$ cat src/pkg/swc_cfg.svh
`ifndef SWC_CFG_SVH
`define SWC_CFG_SVH
// Register indices, not byte addresses: byte address = 4 * index
`define SWC_IDX_CLKEN 16'hFF16
`define SWC_IDX_DIRCTL 16'hFF48
`define SWC_IDX_KMASK 16'hFF49
`define SWC_IDX_CTLST 16'hFF4A
`define SWC_IDX_CAP_MS 16'hFF4B
`define SWC_IDX_CAP_HS 16'hFF4C
`define SWC_IDX_CAP_TS 16'hFF4D
`define SWC_IDX_IRQEN 16'hFFED
`define SWC_IDX_IRQFL 16'hFFFD
`define SWC_ADDR_W 18
`define SWC_BIT_CLKEN 1
`define SWC_BIT_DIREN 0
`define SWC_BIT_SWAP 1
`define SWC_BIT_CLEAR 0
`define SWC_BIT_RUN 1
`define SWC_BIT_RENEW 2
`define SWC_BIT_CARRY 3
`define SWC_IRQ_RUN 3
`define SWC_IRQ_LAP 2
`define SWC_IRQ_1HZ 1
`define SWC_IRQ_10HZ 0
`define SWC_RST_NIB 4'h0
`define SWC_CLK_HZ 10000000
`define SWC_KEY_HZ 1024
`define SWC_MS_HZ 1000
// Cycles of one 1,024 Hz period and of one counting tick (1 ms), rounded down
`define SWC_KEY_DIV (`SWC_CLK_HZ / `SWC_KEY_HZ)
`define SWC_MS_DIV (`SWC_CLK_HZ / `SWC_MS_HZ)
`define SWC_AXI_OKAY 2'h0
`define SWC_AXI_SLVERR 2'h2
`endif

$ cat src/pkg/swc_pkg.sv
package swc_pkg;
  typedef logic [3:0] swc_nib_t;
  typedef enum logic [1:0] {SWC_ST_FREE, SWC_ST_HELD, SWC_ST_RENEWED} swc_hold_e;
endpackage

$ cat src/verilog/swc_bcd_digit.sv
`timescale 1ns/10ps
module swc_bcd_digit
  import swc_pkg::*;
(
  input wire logic mclk_in,
  input wire logic rst_in,
  input wire logic clear_in,
  input wire logic step_in,
  output swc_nib_t digit_out,
  output logic wrap_out
);
  swc_nib_t digit_ff;
  swc_nib_t nxt_digit;

  assign wrap_out = step_in && (digit_ff == 4'h9);
  assign digit_out = digit_ff;

  always_comb begin
    nxt_digit = digit_ff;
    if (clear_in) begin
      nxt_digit = 4'h0;
    end else if (step_in) begin
      nxt_digit = (digit_ff == 4'h9) ? 4'h0 : digit_ff + 4'h1;
    end
  end

  always_ff @(posedge mclk_in or posedge rst_in) begin
    if (rst_in) begin
      digit_ff <= 4'h0;
    end else begin
      digit_ff <= nxt_digit;
    end
  end
endmodule

$ cat src/verilog/swc_stopwatch.sv
`timescale 1ns/10ps
`include "swc_cfg.svh"
// Operation
// - Stopwatch clock runs only while clock-enable bit is 1; resets 0.
// - Direct enable 1 gives keys run/lap control; 0 means software only.
// - Direct enable change applies at next falling 1,024 Hz edge.
// - Swap 1: port zero lap, port one run; 0 the reverse.
// - 3-bit mask code picks concurrence keys; 0 none; resets 0.
// - Concurrent mask key blocks run and lap until released.
// - Writing clear zeroes counter; running continues; reads 0.
// - Clear leaves capture buffer unchanged.
// - Run bit 1 counts, 0 stops and keeps the count.
// - Run writes work only with direct disabled; reads show real state.
// - Lap over unread held data sets renewal flag at tenths read.
// - Renewal flag updates on every tenths digit read.
// - Entering hold loads carry flag with 1 Hz flag value.
// - Reading millisecond digit starts hold; returns thousandths BCD.
// - Tenths capture digit is read-only BCD, resets 0.
// - Four interrupt enables: run, lap, 1 Hz, 10 Hz; reset 0.
// - Four flags set by events, cleared by writing 1.
// - 10 Hz and 1 Hz flags set on hundredths and tenths wraps.
// - Run and lap flags set by keys sampled at falling 1,024 Hz.
// - Keys sampled at one falling edge count as simultaneous.
module swc_stopwatch
  import swc_pkg::*;
(
  input wire logic mclk_in,
  input wire logic rst_in,
  input wire logic [`SWC_ADDR_W-1:0] s_axi_awaddr,
  input wire logic s_axi_awvalid,
  output logic s_axi_awready,
  input wire logic [31:0] s_axi_wdata,
  input wire logic [3:0] s_axi_wstrb,
  input wire logic s_axi_wvalid,
  output logic s_axi_wready,
  output logic [1:0] s_axi_bresp,
  output logic s_axi_bvalid,
  input wire logic s_axi_bready,
  input wire logic [`SWC_ADDR_W-1:0] s_axi_araddr,
  input wire logic s_axi_arvalid,
  output logic s_axi_arready,
  output logic [31:0] s_axi_rdata,
  output logic [1:0] s_axi_rresp,
  output logic s_axi_rvalid,
  input wire logic s_axi_rready,
  input wire logic key_port_zero_in,
  input wire logic key_port_one_in,
  input wire logic [1:0] mask_group_a_in,
  input wire logic [3:0] mask_group_b_in,
  output logic irq_out
);
  typedef struct packed {
    logic [1:0] aw_got;
    logic [31:0] wdata;
    logic [3:0] wstrb;
    logic [`SWC_ADDR_W-1:0] awaddr;
    logic w_got;
    logic bvalid;
    logic [1:0] bresp;
    logic rvalid;
    logic [31:0] rdata;
    logic [1:0] rresp;
    logic clk_en;
    logic dir_req;
    logic dir_act;
    logic swap;
    logic [2:0] kmask;
    logic run;
    logic renew;
    logic carry;
    logic [3:0] irq_en;
    logic [3:0] irq_fl;
    logic [13:0] kdiv;
    logic [13:0] msdiv;
    logic [7:0] keys_prev;
    logic mask_block;
    swc_hold_e hold;
    logic [11:0] cap;
  } swc_state_s;

  swc_state_s st_ff;
  swc_state_s nxt_st;
  logic [7:0] sync1_ff;
  logic [7:0] sync2_ff;
  logic [11:0] live;
  logic [2:0] wrap;
  logic [2:0] step;
  logic tick;
  logic clear_pulse;
  logic key_edge;
  logic [7:0] keys;
  logic [7:0] pressed;
  logic [5:0] mask_sel;
  logic run_key;
  logic lap_key;
  logic run_new;
  logic lap_new;
  logic aw_fire;
  logic w_fire;
  logic do_write;
  logic ar_fire;
  logic [15:0] widx;
  logic [15:0] ridx;
  logic wr_hit;
  logic rd_hit;
  logic [3:0] wnib;
  logic [3:0] rnib;

  // Pins are asynchronous to mclk: two stages before use
  always_ff @(posedge mclk_in or posedge rst_in) begin
    if (rst_in) begin
      sync1_ff <= 8'h00;
      sync2_ff <= 8'h00;
    end else begin
      sync1_ff <= {mask_group_b_in, mask_group_a_in, key_port_one_in, key_port_zero_in};
      sync2_ff <= sync1_ff;
    end
  end

  // Counter chain: ms, hundredths, tenths
  assign tick = st_ff.clk_en && st_ff.run && (st_ff.msdiv == 14'(`SWC_MS_DIV - 1));
  assign clear_pulse = do_write && (widx == `SWC_IDX_CTLST) && wnib[`SWC_BIT_CLEAR];
  // Step vector avoids an out-of-range wrap select on the first digit
  assign step = {wrap[1:0], tick};
  genvar gi;
  for (gi = 0; gi < 3; gi++) begin : g_dig
    swc_bcd_digit u_dig (
      .mclk_in(mclk_in),
      .rst_in(rst_in),
      .clear_in(clear_pulse),
      .step_in(step[gi]),
      .digit_out(live[gi*4 +: 4]),
      .wrap_out(wrap[gi])
    );
  end

  // Falling edge of the 1,024 Hz clock: end of its divider period
  assign key_edge = st_ff.clk_en && (st_ff.kdiv == 14'(`SWC_KEY_DIV - 1));
  assign keys = sync2_ff;
  assign pressed = keys & ~st_ff.keys_prev;
  assign run_key = st_ff.swap ? keys[1] : keys[0];
  assign lap_key = st_ff.swap ? keys[0] : keys[1];
  always_comb begin
    case (st_ff.kmask)
      3'h1: mask_sel = 6'b000001;
      3'h2: mask_sel = 6'b000011;
      3'h3: mask_sel = 6'b000111;
      3'h4: mask_sel = 6'b000100;
      3'h5: mask_sel = 6'b001100;
      3'h6: mask_sel = 6'b011100;
      3'h7: mask_sel = 6'b111100;
      default: mask_sel = 6'b000000;
    endcase
  end
  // Code 3 shares the first b key with group a; index map a0,a1,b0..b3
  logic [5:0] mask_keys;
  logic mask_held;
  logic mask_new;
  logic rl_new;
  assign mask_keys = keys[7:2];
  assign mask_held = |(mask_keys & mask_sel & ~pressed[7:2]);
  assign mask_new = |(mask_keys & mask_sel & pressed[7:2]);
  assign rl_new = (run_key && !(st_ff.swap ? st_ff.keys_prev[1] : st_ff.keys_prev[0]))
      || (lap_key && !(st_ff.swap ? st_ff.keys_prev[0] : st_ff.keys_prev[1]));
  // A run/lap press together with a fresh mask press counts as simultaneous, so valid
  // Keys reach neither flags nor control while direct input is off
  assign run_new = st_ff.dir_act && key_edge && run_key && !(st_ff.swap ? st_ff.keys_prev[1]
      : st_ff.keys_prev[0]) && !mask_held && !st_ff.mask_block;
  assign lap_new = st_ff.dir_act && key_edge && lap_key && !(st_ff.swap ? st_ff.keys_prev[0]
      : st_ff.keys_prev[1]) && !mask_held && !st_ff.mask_block;

  assign aw_fire = s_axi_awvalid && s_axi_awready;
  assign w_fire = s_axi_wvalid && s_axi_wready;
  assign do_write = st_ff.aw_got[0] && st_ff.w_got && !st_ff.bvalid;
  assign ar_fire = s_axi_arvalid && s_axi_arready;
  assign widx = 16'(st_ff.awaddr >> 2);
  assign ridx = 16'(s_axi_araddr >> 2);
  assign wnib = st_ff.wstrb[0] ? st_ff.wdata[3:0] : st_ff.irq_fl & 4'h0;
  assign s_axi_awready = !st_ff.aw_got[0] && !st_ff.bvalid;
  assign s_axi_wready = !st_ff.w_got && !st_ff.bvalid;
  assign s_axi_arready = !st_ff.rvalid;
  assign s_axi_bvalid = st_ff.bvalid;
  assign s_axi_bresp = st_ff.bresp;
  assign s_axi_rvalid = st_ff.rvalid;
  assign s_axi_rdata = st_ff.rdata;
  assign s_axi_rresp = st_ff.rresp;
  assign irq_out = |(st_ff.irq_fl & st_ff.irq_en);

  always_comb begin
    wr_hit = 1'b1;
    case (widx)
      `SWC_IDX_CLKEN, `SWC_IDX_DIRCTL, `SWC_IDX_KMASK, `SWC_IDX_CTLST, `SWC_IDX_CAP_MS,
      `SWC_IDX_CAP_HS, `SWC_IDX_CAP_TS, `SWC_IDX_IRQEN, `SWC_IDX_IRQFL: wr_hit = 1'b1;
      default: wr_hit = 1'b0;
    endcase
    rd_hit = 1'b1;
    case (ridx)
      `SWC_IDX_CLKEN: rnib = {2'b00, st_ff.clk_en, 1'b0};
      `SWC_IDX_DIRCTL: rnib = {2'b00, st_ff.swap, st_ff.dir_req};
      `SWC_IDX_KMASK: rnib = {1'b0, st_ff.kmask};
      `SWC_IDX_CTLST: rnib = {st_ff.carry, st_ff.renew, st_ff.run, 1'b0};
      `SWC_IDX_CAP_MS: rnib = (st_ff.hold == SWC_ST_FREE) ? live[3:0] : st_ff.cap[3:0];
      `SWC_IDX_CAP_HS: rnib = st_ff.cap[7:4];
      `SWC_IDX_CAP_TS: rnib = st_ff.cap[11:8];
      `SWC_IDX_IRQEN: rnib = st_ff.irq_en;
      `SWC_IDX_IRQFL: rnib = st_ff.irq_fl;
      default: begin
        rnib = 4'h0;
        rd_hit = 1'b0;
      end
    endcase
  end

  always_comb begin
    nxt_st = st_ff;
    // Write channel: address and data in either order
    if (aw_fire) begin
      nxt_st.aw_got = 2'b01;
      nxt_st.awaddr = s_axi_awaddr;
    end
    if (w_fire) begin
      nxt_st.w_got = 1'b1;
      nxt_st.wdata = s_axi_wdata;
      nxt_st.wstrb = s_axi_wstrb;
    end
    if (s_axi_bvalid && s_axi_bready) begin
      nxt_st.bvalid = 1'b0;
    end
    if (s_axi_rvalid && s_axi_rready) begin
      nxt_st.rvalid = 1'b0;
    end

    // Dividers idle while clock gated to mimic the stopped supply
    if (st_ff.clk_en) begin
      nxt_st.kdiv = key_edge ? 14'h0000 : st_ff.kdiv + 14'h0001;
      if (st_ff.run) begin
        nxt_st.msdiv = tick ? 14'h0000 : st_ff.msdiv + 14'h0001;
      end
    end
    if (clear_pulse) begin
      nxt_st.msdiv = 14'h0000;
    end

    if (key_edge) begin
      nxt_st.keys_prev = keys;
      nxt_st.dir_act = st_ff.dir_req;
      // Mask stays in force until every mask key is released
      if (mask_new && !rl_new) begin
        nxt_st.mask_block = 1'b1;
      end else if (!(|(mask_keys & mask_sel))) begin
        nxt_st.mask_block = 1'b0;
      end
    end

    // Key actions only while direct input is active
    if (st_ff.dir_act) begin
      if (run_new) begin
        nxt_st.run = !st_ff.run;
      end
      if (lap_new) begin
        if (st_ff.hold == SWC_ST_FREE) begin
          nxt_st.hold = SWC_ST_HELD;
          nxt_st.cap = live;
          nxt_st.carry = st_ff.irq_fl[`SWC_IRQ_1HZ];
        end else begin
          nxt_st.hold = SWC_ST_RENEWED;
          nxt_st.cap = live;
        end
      end
    end

    // Flags: events win over a same-cycle clear
    if (do_write && widx == `SWC_IDX_IRQFL) begin
      nxt_st.irq_fl = st_ff.irq_fl & ~wnib;
    end
    if (wrap[1]) nxt_st.irq_fl[`SWC_IRQ_10HZ] = 1'b1;
    if (wrap[2]) nxt_st.irq_fl[`SWC_IRQ_1HZ] = 1'b1;
    if (run_new) nxt_st.irq_fl[`SWC_IRQ_RUN] = 1'b1;
    if (lap_new) nxt_st.irq_fl[`SWC_IRQ_LAP] = 1'b1;

    if (do_write) begin
      nxt_st.aw_got = 2'b00;
      nxt_st.w_got = 1'b0;
      nxt_st.bvalid = 1'b1;
      nxt_st.bresp = wr_hit ? `SWC_AXI_OKAY : `SWC_AXI_SLVERR;
      if (st_ff.wstrb[0]) begin
        case (widx)
          `SWC_IDX_CLKEN: nxt_st.clk_en = wnib[`SWC_BIT_CLKEN];
          `SWC_IDX_DIRCTL: begin
            nxt_st.dir_req = wnib[`SWC_BIT_DIREN];
            nxt_st.swap = wnib[`SWC_BIT_SWAP];
          end
          `SWC_IDX_KMASK: nxt_st.kmask = wnib[2:0];
          `SWC_IDX_CTLST: begin
            if (!st_ff.dir_act) begin
              nxt_st.run = wnib[`SWC_BIT_RUN];
            end
          end
          `SWC_IDX_IRQEN: nxt_st.irq_en = wnib;
          default: nxt_st.bresp = nxt_st.bresp;
        endcase
      end
    end

    if (ar_fire) begin
      nxt_st.rvalid = 1'b1;
      nxt_st.rdata = {28'h0000000, rnib};
      nxt_st.rresp = rd_hit ? `SWC_AXI_OKAY : `SWC_AXI_SLVERR;
      // Millisecond read freezes the buffer; a free buffer captures now
      if (ridx == `SWC_IDX_CAP_MS && st_ff.hold == SWC_ST_FREE) begin
        nxt_st.hold = SWC_ST_HELD;
        nxt_st.cap = live;
        nxt_st.carry = st_ff.irq_fl[`SWC_IRQ_1HZ];
      end
      if (ridx == `SWC_IDX_CAP_TS) begin
        // Renewed data stays held so the fresh lap can be read next
        nxt_st.renew = (st_ff.hold == SWC_ST_RENEWED);
        nxt_st.hold = (st_ff.hold == SWC_ST_RENEWED) ? SWC_ST_HELD : SWC_ST_FREE;
      end
    end
  end

  always_ff @(posedge mclk_in or posedge rst_in) begin
    if (rst_in) begin
      st_ff <= '0;
    end else begin
      st_ff <= nxt_st;
    end
  end

  a_irq_level: assert property (@(posedge mclk_in) disable iff (rst_in)
    irq_out == |(st_ff.irq_fl & st_ff.irq_en)) else $error("irq mismatch");
  a_clk_gate: assert property (@(posedge mclk_in) disable iff (rst_in)
    !st_ff.clk_en && !clear_pulse |=> $stable(live)) else $error("counting without clock");
  a_dir_sync: assert property (@(posedge mclk_in) disable iff (rst_in)
    (st_ff.dir_act != st_ff.dir_req) && !key_edge |=> $stable(st_ff.dir_act))
    else $error("direct enable moved off edge");
  a_run_lock: assert property (@(posedge mclk_in) disable iff (rst_in)
    do_write && widx == `SWC_IDX_CTLST && st_ff.dir_act && !run_new |=> $stable(st_ff.run))
    else $error("run written in direct mode");
  a_clear_zero: assert property (@(posedge mclk_in) disable iff (rst_in)
    clear_pulse |=> live == 12'h000) else $error("clear failed");
  a_clear_keep: assert property (@(posedge mclk_in) disable iff (rst_in)
    clear_pulse && !ar_fire && !lap_new |=> $stable(st_ff.cap)) else $error("cap hit");
  a_ten_hz_flag: assert property (@(posedge mclk_in) disable iff (rst_in)
    wrap[1] |=> st_ff.irq_fl[`SWC_IRQ_10HZ]) else $error("10 Hz flag lost");
  a_one_hz_flag: assert property (@(posedge mclk_in) disable iff (rst_in)
    wrap[2] |=> st_ff.irq_fl[`SWC_IRQ_1HZ]) else $error("1 Hz flag lost");
  a_hold_entry: assert property (@(posedge mclk_in) disable iff (rst_in)
    ar_fire && ridx == `SWC_IDX_CAP_MS && st_ff.hold == SWC_ST_FREE
    |=> st_ff.hold == SWC_ST_HELD && st_ff.carry == $past(st_ff.irq_fl[`SWC_IRQ_1HZ]))
    else $error("hold entry wrong");
  a_mask_block: assert property (@(posedge mclk_in) disable iff (rst_in)
    st_ff.mask_block |-> !run_new && !lap_new) else $error("masked key taken");
endmodule

$ cat config.mk
export PLATFORM = sky130hd
export DESIGN_NAME = swc_stopwatch
export DESIGN_NICKNAME = d
export VERILOG_FILES = /design/src/pkg/swc_pkg.sv /design/src/verilog/swc_bcd_digit.sv /design/src/verilog/swc_stopwatch.sv
export VERILOG_INCLUDE_DIRS = /design/src /design/src/pkg
export SDC_FILE = /design/constraint.sdc
export NUM_CORES = 1
export LEC_CHECK = 0
export BUFFER_PORTS_ARGS = -buffer_cell sky130_fd_sc_hd__buf_2
export CORE_MARGIN = 3
export CORE_UTILIZATION = 40
export CTS_CLUSTER_DIAMETER = 60
export DETAILED_ROUTE_END_ITERATION = 12
export MAX_ROUTING_LAYER = met4
export PLACE_DENSITY = 0.7
export SYNTH_ARGS = -nofsm -noshare
export SYNTH_HDL_FRONTEND = slang
export SYNTH_SLANG_ARGS = --single-unit
$ cat constraint.sdc
create_clock -name mclk_in -period 4.4 [get_ports mclk_in]
set_input_delay 0.88 -clock mclk_in [delete_from_list [all_inputs] [get_ports mclk_in]]
set_output_delay 0.88 -clock mclk_in [all_outputs]
set_load 0.01 [all_outputs]
==> flow_summary.json, run 1 <==
{
  "status": "finished, final reports clean",
  "cts_tree": "built",
  "clkPwrFrac_pct": 43.7,
  "yosysUniqueCellTypes": 66,
  "grtUsageTotal_pct": 16.7,
  "min_period_ns": 3.46,
  "rsz0062_at_grt": "false",
  "initial_core_util_pct": 41.2,
  "p_seq_share_pct": 45.2,
  "wl_per_cell_um": 14.8,
  "routed_wl_um": 13800,
  "async_reset_ff_share_pct": 100,
  "min_path_type": "reg -> reg",
  "fillers": 1468,
  "p_int_mw": 2.36,
  "antennaDiodeCount": 0,
  "viasPerCell": 5.29,
  "critical_path.cell_chain": "inv_1 -> ha_1 -> or4b_1 -> or4_1 -> or4_1 -> o32ai_4 -> mux2_2",
  "finalMaxSlewViolations": 0,
  "cp.required_ns": 4.69,
  "portBuffers": 63,
  "p_comb_share_pct": 11.1,
  "cts_sinks": 128,
  "clkTransAtPathRegs_ns": 0.05,
  "synth_area_per_cell_sq_um": 10.3,
  "max_cap_violations": 0,
  "synth-seq-cells": 128,
  "p_leak_nw": 3.42,
  "grt_pass1_vias": 4680,
  "grt_first_pass_wirelength_um": 23500,
  "synth_ff_type": "dfrtp_1",
  "finalSetupViolCount": 0,
  "antenna_found_initial": 0,
  "fin_hold_ws_ns": 0.347,
  "drtAntennaViolNets": 0,
  "num_rows": 46,
  "cts_buffer_depth": 2,
  "gp_congestion": 0.861,
  "die_area_sq_mm": 0.0181,
  "postCtsSetupRepairBufs": 0,
  "fin_crit_sh_pct": 78.7,
  "hpwl_um": 9730,
  "finalHoldViolations": 0,
  "critPathArrivalTime_ns": 3.76,
  "first_pass_iters": 5,
  "fin_tns_setup_ns": 0,
  "critPathMaxStageDelay_ns": 0.64,
  "clk_latency_ns": 0.42,
  "synth_area_sq_mm": 0.00662,
  "grt-ovfl-total": 0,
  "path_common_cell": "or4_1",
  "p_sw_uw": 777,
  "max_freq_ghz": 0.289,
  "synthToLayoutAreaGrowth_pct": 14.9,
  "worst_slew_pin_slew_ns": 1.08,
  "powerDensity_mw_per_mm2": 412,
  "core_area_sq_mm": 0.0161,
  "synth_cells": 642,
  "cts_hold_repair.buffers": 0,
  "fin_worst_skew_ns": 0.0119,
  "multiInputGateArea_sq_mm": 0.00308,
  "vdd_drop_max_v": 0.000275,
  "fp.dieW_um": 135,
  "relSlewSlack_pct": 28.3,
  "vias": 4921,
  "boundaryPins": 129,
  "endpoint_kind": "register",
  "slowest_stage": "or4_1",
  "die_y_um": 135,
  "cp_max_fo": 13,
  "layout-drive-gt1-share_pct": 22.0,
  "fin_nets": 792,
  "yosysWarnings": 0,
  "grt_max_degree": 94,
  "p_sw_share_pct": 24.8,
  "detail_route.iter0.violations": 329,
  "drc": 0,
  "synth_edf_count": 0,
  "worstSetupStartpointType": "register",
  "ys_seq_area_share_pct": 48.4,
  "crit_type": "reg -> reg",
  "htreeDepth": 4,
  "cts-resized-gates": 0,
  "regArea_sq_mm": 0.00320,
  "cts-root-buf": "clkbuf_16",
  "cts_buffers": 17
}
## cells in the mapped netlist, types with 4 or more instances
| cell type | number | area share, % |
|---|---|---|
| a21o_1 | 4 | 0.45 |
| a21oi_1 | 10 | 0.76 |
| a22oi_1 | 8 | 0.91 |
| a311oi_1 | 4 | 0.53 |
| a31oi_1 | 4 | 0.38 |
| and2_1 | 5 | 0.47 |
| and4_1 | 5 | 0.66 |
| buf_4 | 36 | 4.1 |
| clkbuf_1 | 19 | 1.1 |
| dfrtp_1 | 128 | 48 |
| inv_1 | 24 | 1.4 |
| mux2_2 | 38 | 6.5 |
| mux2_4 | 9 | 2.0 |
| mux2i_1 | 14 | 2.1 |
| nand2_1 | 76 | 4.3 |
| nand2b_1 | 5 | 0.47 |
| nand3_1 | 21 | 1.6 |
| nand4_1 | 21 | 2.0 |
| nor2_1 | 47 | 2.7 |
| nor2b_1 | 10 | 0.94 |
| nor3_1 | 10 | 0.76 |
| nor3b_1 | 5 | 0.57 |
| nor4_1 | 5 | 0.47 |
| nor4b_1 | 5 | 0.66 |
| o211ai_1 | 7 | 0.79 |
| o21ai_0 | 18 | 1.4 |
| o41ai_1 | 4 | 0.53 |
| or3_1 | 6 | 0.57 |
| or4_1 | 5 | 0.57 |
| or4b_2 | 6 | 0.91 |
| xnor2_1 | 8 | 1.1 |
| xor2_1 | 13 | 1.7 |
## worst paths after layout
check | from | end | slack (ns) | cells past startpoint
max | st_ff[37]$_DFFE_PP0P_ | st_ff[1]$_DFF_PP0_ | 0.94 | 7
max in group asynchronous | rst_in | st_ff[1]$_DFF_PP0_ | 3.09 | 3
min | sync1_ff[1]$_DFF_PP0_ | keys[1]$_DFF_PP0_ | 0.35 | 0
max reg2reg | st_ff[37]$_DFFE_PP0P_ | st_ff[1]$_DFF_PP0_ | 0.94 | 7
min in group asynchronous | rst_in | st_ff[107]$_DFFE_PP0P_ | 0.48 | 2
min reg2reg | sync1_ff[1]$_DFF_PP0_ | keys[1]$_DFF_PP0_ | 0.35 | 0
## state kept, by name, indices dropped and copies added, names as in the netlist
register / flops
s_axi_rresp: 1
g_dig.u_dig.digit_out: 12
s_axi_rdata: 4
s_axi_bvalid: 1
st_ff: 92
keys: 8
s_axi_bresp: 1
sync1_ff: 8
s_axi_rvalid: 1
## power by group through the flow
| stage | registers [mW] | clock network (mW) | logic [mW] |
|---|---|---|---|
| final | 1.42 | 1.37 | 0.348 |
| after global routing | 1.44 | 1.46 | 0.390 |
| after CTS | 1.42 | 1.40 | 0.352 |
| after detailed placement | 1.44 | 0 | 0.350 |
| after global placement | 1.44 | 0 | 0.341 |
| after floorplan | 1.40 | 0 | 0.285 |
## area by class of cell
type	count	share of cell area, %
inverter	24	1.22
clock buffer	22	6.23
multi-input combinational	461	40.5
sequential	128	42.1
timing repair buffer	70	5.00
tap	216	3.55
clock inverter	9	1.41
## cells by family after synthesis
kind of cell    Yosys count  synth area share, %
xor+xnor                 21                 2.78
mux                      61                 10.6
buf+inv                  82                 6.95
simple gates            249                 19.8
other cells               1               0.0566
fa+ha+maj                 3                0.567
flops                   128                 48.4
compound gates           97                 10.9
## placed cells by master, fill, tap and decap left out, types with 6 or more instances in the layout
cell type	n
o211ai_1	7
a21oi_1	10
buf_2	63
inv_1	23
nand4_1	21
or3_1	6
o21ai_0	18
nor2b_1	10
dfrtp_1	128
mux2_4	9
mux2i_1	14
nand2_1	76
or4b_2	6
clkbuf_16	17
xor2_1	13
buf_4	6
nor2_1	47
mux2_2	38
nor3_1	10
xnor2_1	8
nand3_1	21
a22oi_1	8
conb_1	30
## worst max-delay path: cells and delay by family (launching register included)
family | cells | cell delay (ns)
muxes | 1 | 0.41
buffers and inverters | 1 | 0.10
AOI/OAI and AO/OA | 1 | 0.51
and+or+nand+nor | 3 | 1.76
DFF | 1 | 0.40
adders and majority gates | 1 | 0.16
## through the flow
step	utilization, %	instance area (sq um)	power (mW)	setup WS, ns	cells
2_1_floorplan	-	6730	1.69	0.107	671
3_3_place_gp	43.8	7030	1.78	0.985	899
3_5_place_dp	43.8	7030	1.79	0.949	899
4_1_cts	47.4	7610	3.17	0.910	930
5_1_grt	47.4	7610	3.29	0.804	930
6_report	47.4	7610	3.14	0.936	930
## metal layers
layer | vias up | track usage [%] | share of wire, %
met2 | 166 | 22.6 | 43
met5 | - | - | 0
met4 | 0 | 6.50 | 1.6
met3 | 18 | 5.33 | 6.4
li1 | 2380 | - | -
met1 | 2357 | 23.2 | 49
Note: power is estimated with default switching activity, not from simulation.
==> inputs of run 2 (changes only) <==
- clock period: 4.4 -> 2.9 ns (I/O delays scaled with it)
==> run 2 against run 1 <==
Net effect: the run now ends with setup timing left; clock power is 45% higher; total power is 49% higher; combinational power is 52% higher; maximum frequency is 19% higher; via count is 1.9% higher; clock-buffer cell count is 3 lower; critical path type unchanged; highest routed layer unchanged.
==> flow_summary.json, run 2 (same netlist as run 1, synthesis figures left out) <==
{
  "reg2reg_setup_slack_ns": -0.02,
  "fin_crit_sh_pct": 101,
  "initial_core_util_pct": 41.2,
  "min-delay-start": "mask_group_b_in[0]",
  "cts_buffers": 17,
  "reg2reg_to": "st_ff[5]$_DFF_PP0_",
  "cts-root-buf": "clkbuf_16",
  "die_area_sq_mm": 0.0181,
  "gp_congestion": 0.914,
  "max_freq_ghz": 0.342,
  "regMostFlops": "st_ff",
  "clkTransAtPathRegs_ns": 0.06,
  "relSlewSlack_pct": 28.2,
  "regArea_sq_mm": 0.00320,
  "routed_wl_um": 14500,
  "worst_slew_pin_slew_ns": 1.08,
  "finalPower_mw": 4.68,
  "synthToLayoutAreaGrowth_pct": 18.2,
  "boundaryPins": 129,
  "vias": 5015,
  "vdd_drop_max_v": 0.000482,
  "wl_per_cell_um": 15.1,
  "p_leak_nw": 3.54,
  "die_y_um": 135,
  "htreeDepth": 4,
  "rsz0062_at_grt": "true",
  "drc": 0,
  "num_rows": 46,
  "status": "finished with violations",
  "cts_tree": "built",
  "fillers": 1456,
  "min_path_type": "in -> reg",
  "r2r_start": "st_ff[37]$_DFFE_PP0P_",
  "largest_register_ffs": 92,
  "first_pass_iters": 7,
  "utilization_pct": 48.8,
  "worstSetupStartpointType": "register",
  "fin_worst_skew_ns": 0.00818,
  "grt_pass1_vias": 4734,
  "finalSetupViolCount": 5,
  "layout-drive-gt1-share_pct": 25.7,
  "grt_first_pass_wirelength_um": 24000,
  "fin_ws_ns": -0.0221,
  "crit_type": "reg -> reg",
  "drtAntennaViolNets": 0,
  "detail_route.iter0.violations": 466,
  "core_area_sq_mm": 0.0161,
  "min_period_ns": 2.92,
  "finalMaxSlewViolations": 0,
  "cp.required_ns": 3.20,
  "dpl.cell_count": 920,
  "antennaDiodeCount": 0,
  "layout_commonest_cell": "dfrtp_1",
  "cp_max_fo": 6,
  "fp.dieW_um": 135,
  "grt-ovfl-total": 0,
  "critPathArrivalTime_ns": 3.22,
  "hold_depth": 1,
  "grtUsageTotal_pct": 17.0,
  "portBuffers": 63,
  "cts_sinks": 128,
  "endpoint_kind": "register",
  "finalHoldViolations": 0,
  "cts_buffer_depth": 2,
  "max_cap_violations": 0,
  "fin_nets": 817,
  "instances_no_fill": 956,
  "clk_latency_ns": 0.42,
  "multiInputGateArea_sq_mm": 0.00311,
  "reg2reg_depth": 8,
  "antenna_found_initial": 0,
  "min_to": "sync1_ff[4]$_DFF_PP0_",
  "grt_max_degree": 46,
  "pre_cts_slack_ns": -0.176,
  "violations": "setup timing",
  "hpwl_um": 10200,
  "fin_hold_ws_ns": 0.265,
  "final_cell_mix": "dfrtp_1 (128), nand2_1 (76), buf_2 (63)",
  "powerDensity_mw_per_mm2": 598,
  "viasPerCell": 5.25
}
## run 2: cell types whose count changed in the layout (fill, tap and decap cells not counted), sizes merged
| cell | previous run | this run |
|---|---|---|
| clkinv | 4 | 7 |
| inv | 25 | 24 |
| bufinv | 2 | 1 |
| buf | 70 | 94 |
| clkinvlp | 2 | 5 |
| clkbuf | 22 | 20 |
## run 2: metal layers
metal  GRT usage, %  part of all wire, %  routed length [um]
met5              -                    0                   0
met4           4.86                  1.2                 167
met3           4.40                  5.9                 855
met2           24.3                   44                6330
met1           24.1                   49                7100
## run 2: repair_timing
action	in CTS	in global routing
cloned	1	0
resized for setup	5	5
setup buffers	2	1
hold buffers	0	0
pin swaps	1	0
setup endpoints to repair	14	14
## run 2: layout make-up
cell class / instances / share of cell area [%]
Timing Repair Buffer: 95 / 7.64
Tap cell: 216 / 3.45
Clock buffer: 19 / 5.66
Sequential cell: 128 / 40.9
Clock inverter: 13 / 1.47
Inverter: 24 / 1.20
Multi-Input combinational cell: 461 / 39.7
## run 2: power breakdown
group          leakage (nW)  total [mW]  switching (mW)  internal (mW)
clock network         0.265        1.99           0.797           1.20
logic                  1.61       0.530           0.248          0.282
registers              1.67        2.16           0.186           1.97
## run 2: how the worst max path moves through the flow
stage / start / to / slack [ns] / depth (start not counted)
finish: st_ff[37]$_DFFE_PP0P_ / st_ff[5]$_DFF_PP0_ / -0.02 / 8
global route: st_ff[38]$_DFFE_PP0P_ / st_ff[5]$_DFF_PP0_ / -0.09 / 8
CTS: st_ff[38]$_DFFE_PP0P_ / st_ff[1]$_DFF_PP0_ / -0.03 / 8
detailed placement: st_ff[37]$_DFFE_PP0P_ / st_ff[0]$_DFF_PP0_ / -0.18 / 8
global placement: st_ff[37]$_DFFE_PP0P_ / st_ff[1]$_DFF_PP0_ / -0.16 / 8
floorplan: st_ff[37]$_DFFE_PP0P_ / st_ff[10]$_DFF_PP0_ / -0.07 / 9
## run 2: through the flow
| stage | setup TNS (ns) | cell area (sq um) |
|---|---|---|
| 4_1_cts | -0.0467 | 7810 |
| 6_report | -0.103 | 7830 |
| 5_1_grt | -0.774 | 7830 |
| 2_1_floorplan | -0.652 | 6740 |
| 3_5_place_dp | -1.73 | 7190 |
| 3_3_place_gp | -1.59 | 7190 |
## run 2: critical path, cell delays in order (launching register included)
cell and delay, ns:
dfrtp_1 0.38, inv_2 0.09, ha_4 0.13, or4b_4 0.45, or4_4 0.54, or4_4 0.47
o32ai_4 0.22, clkbuf_16 0.23, mux2_4 0.29
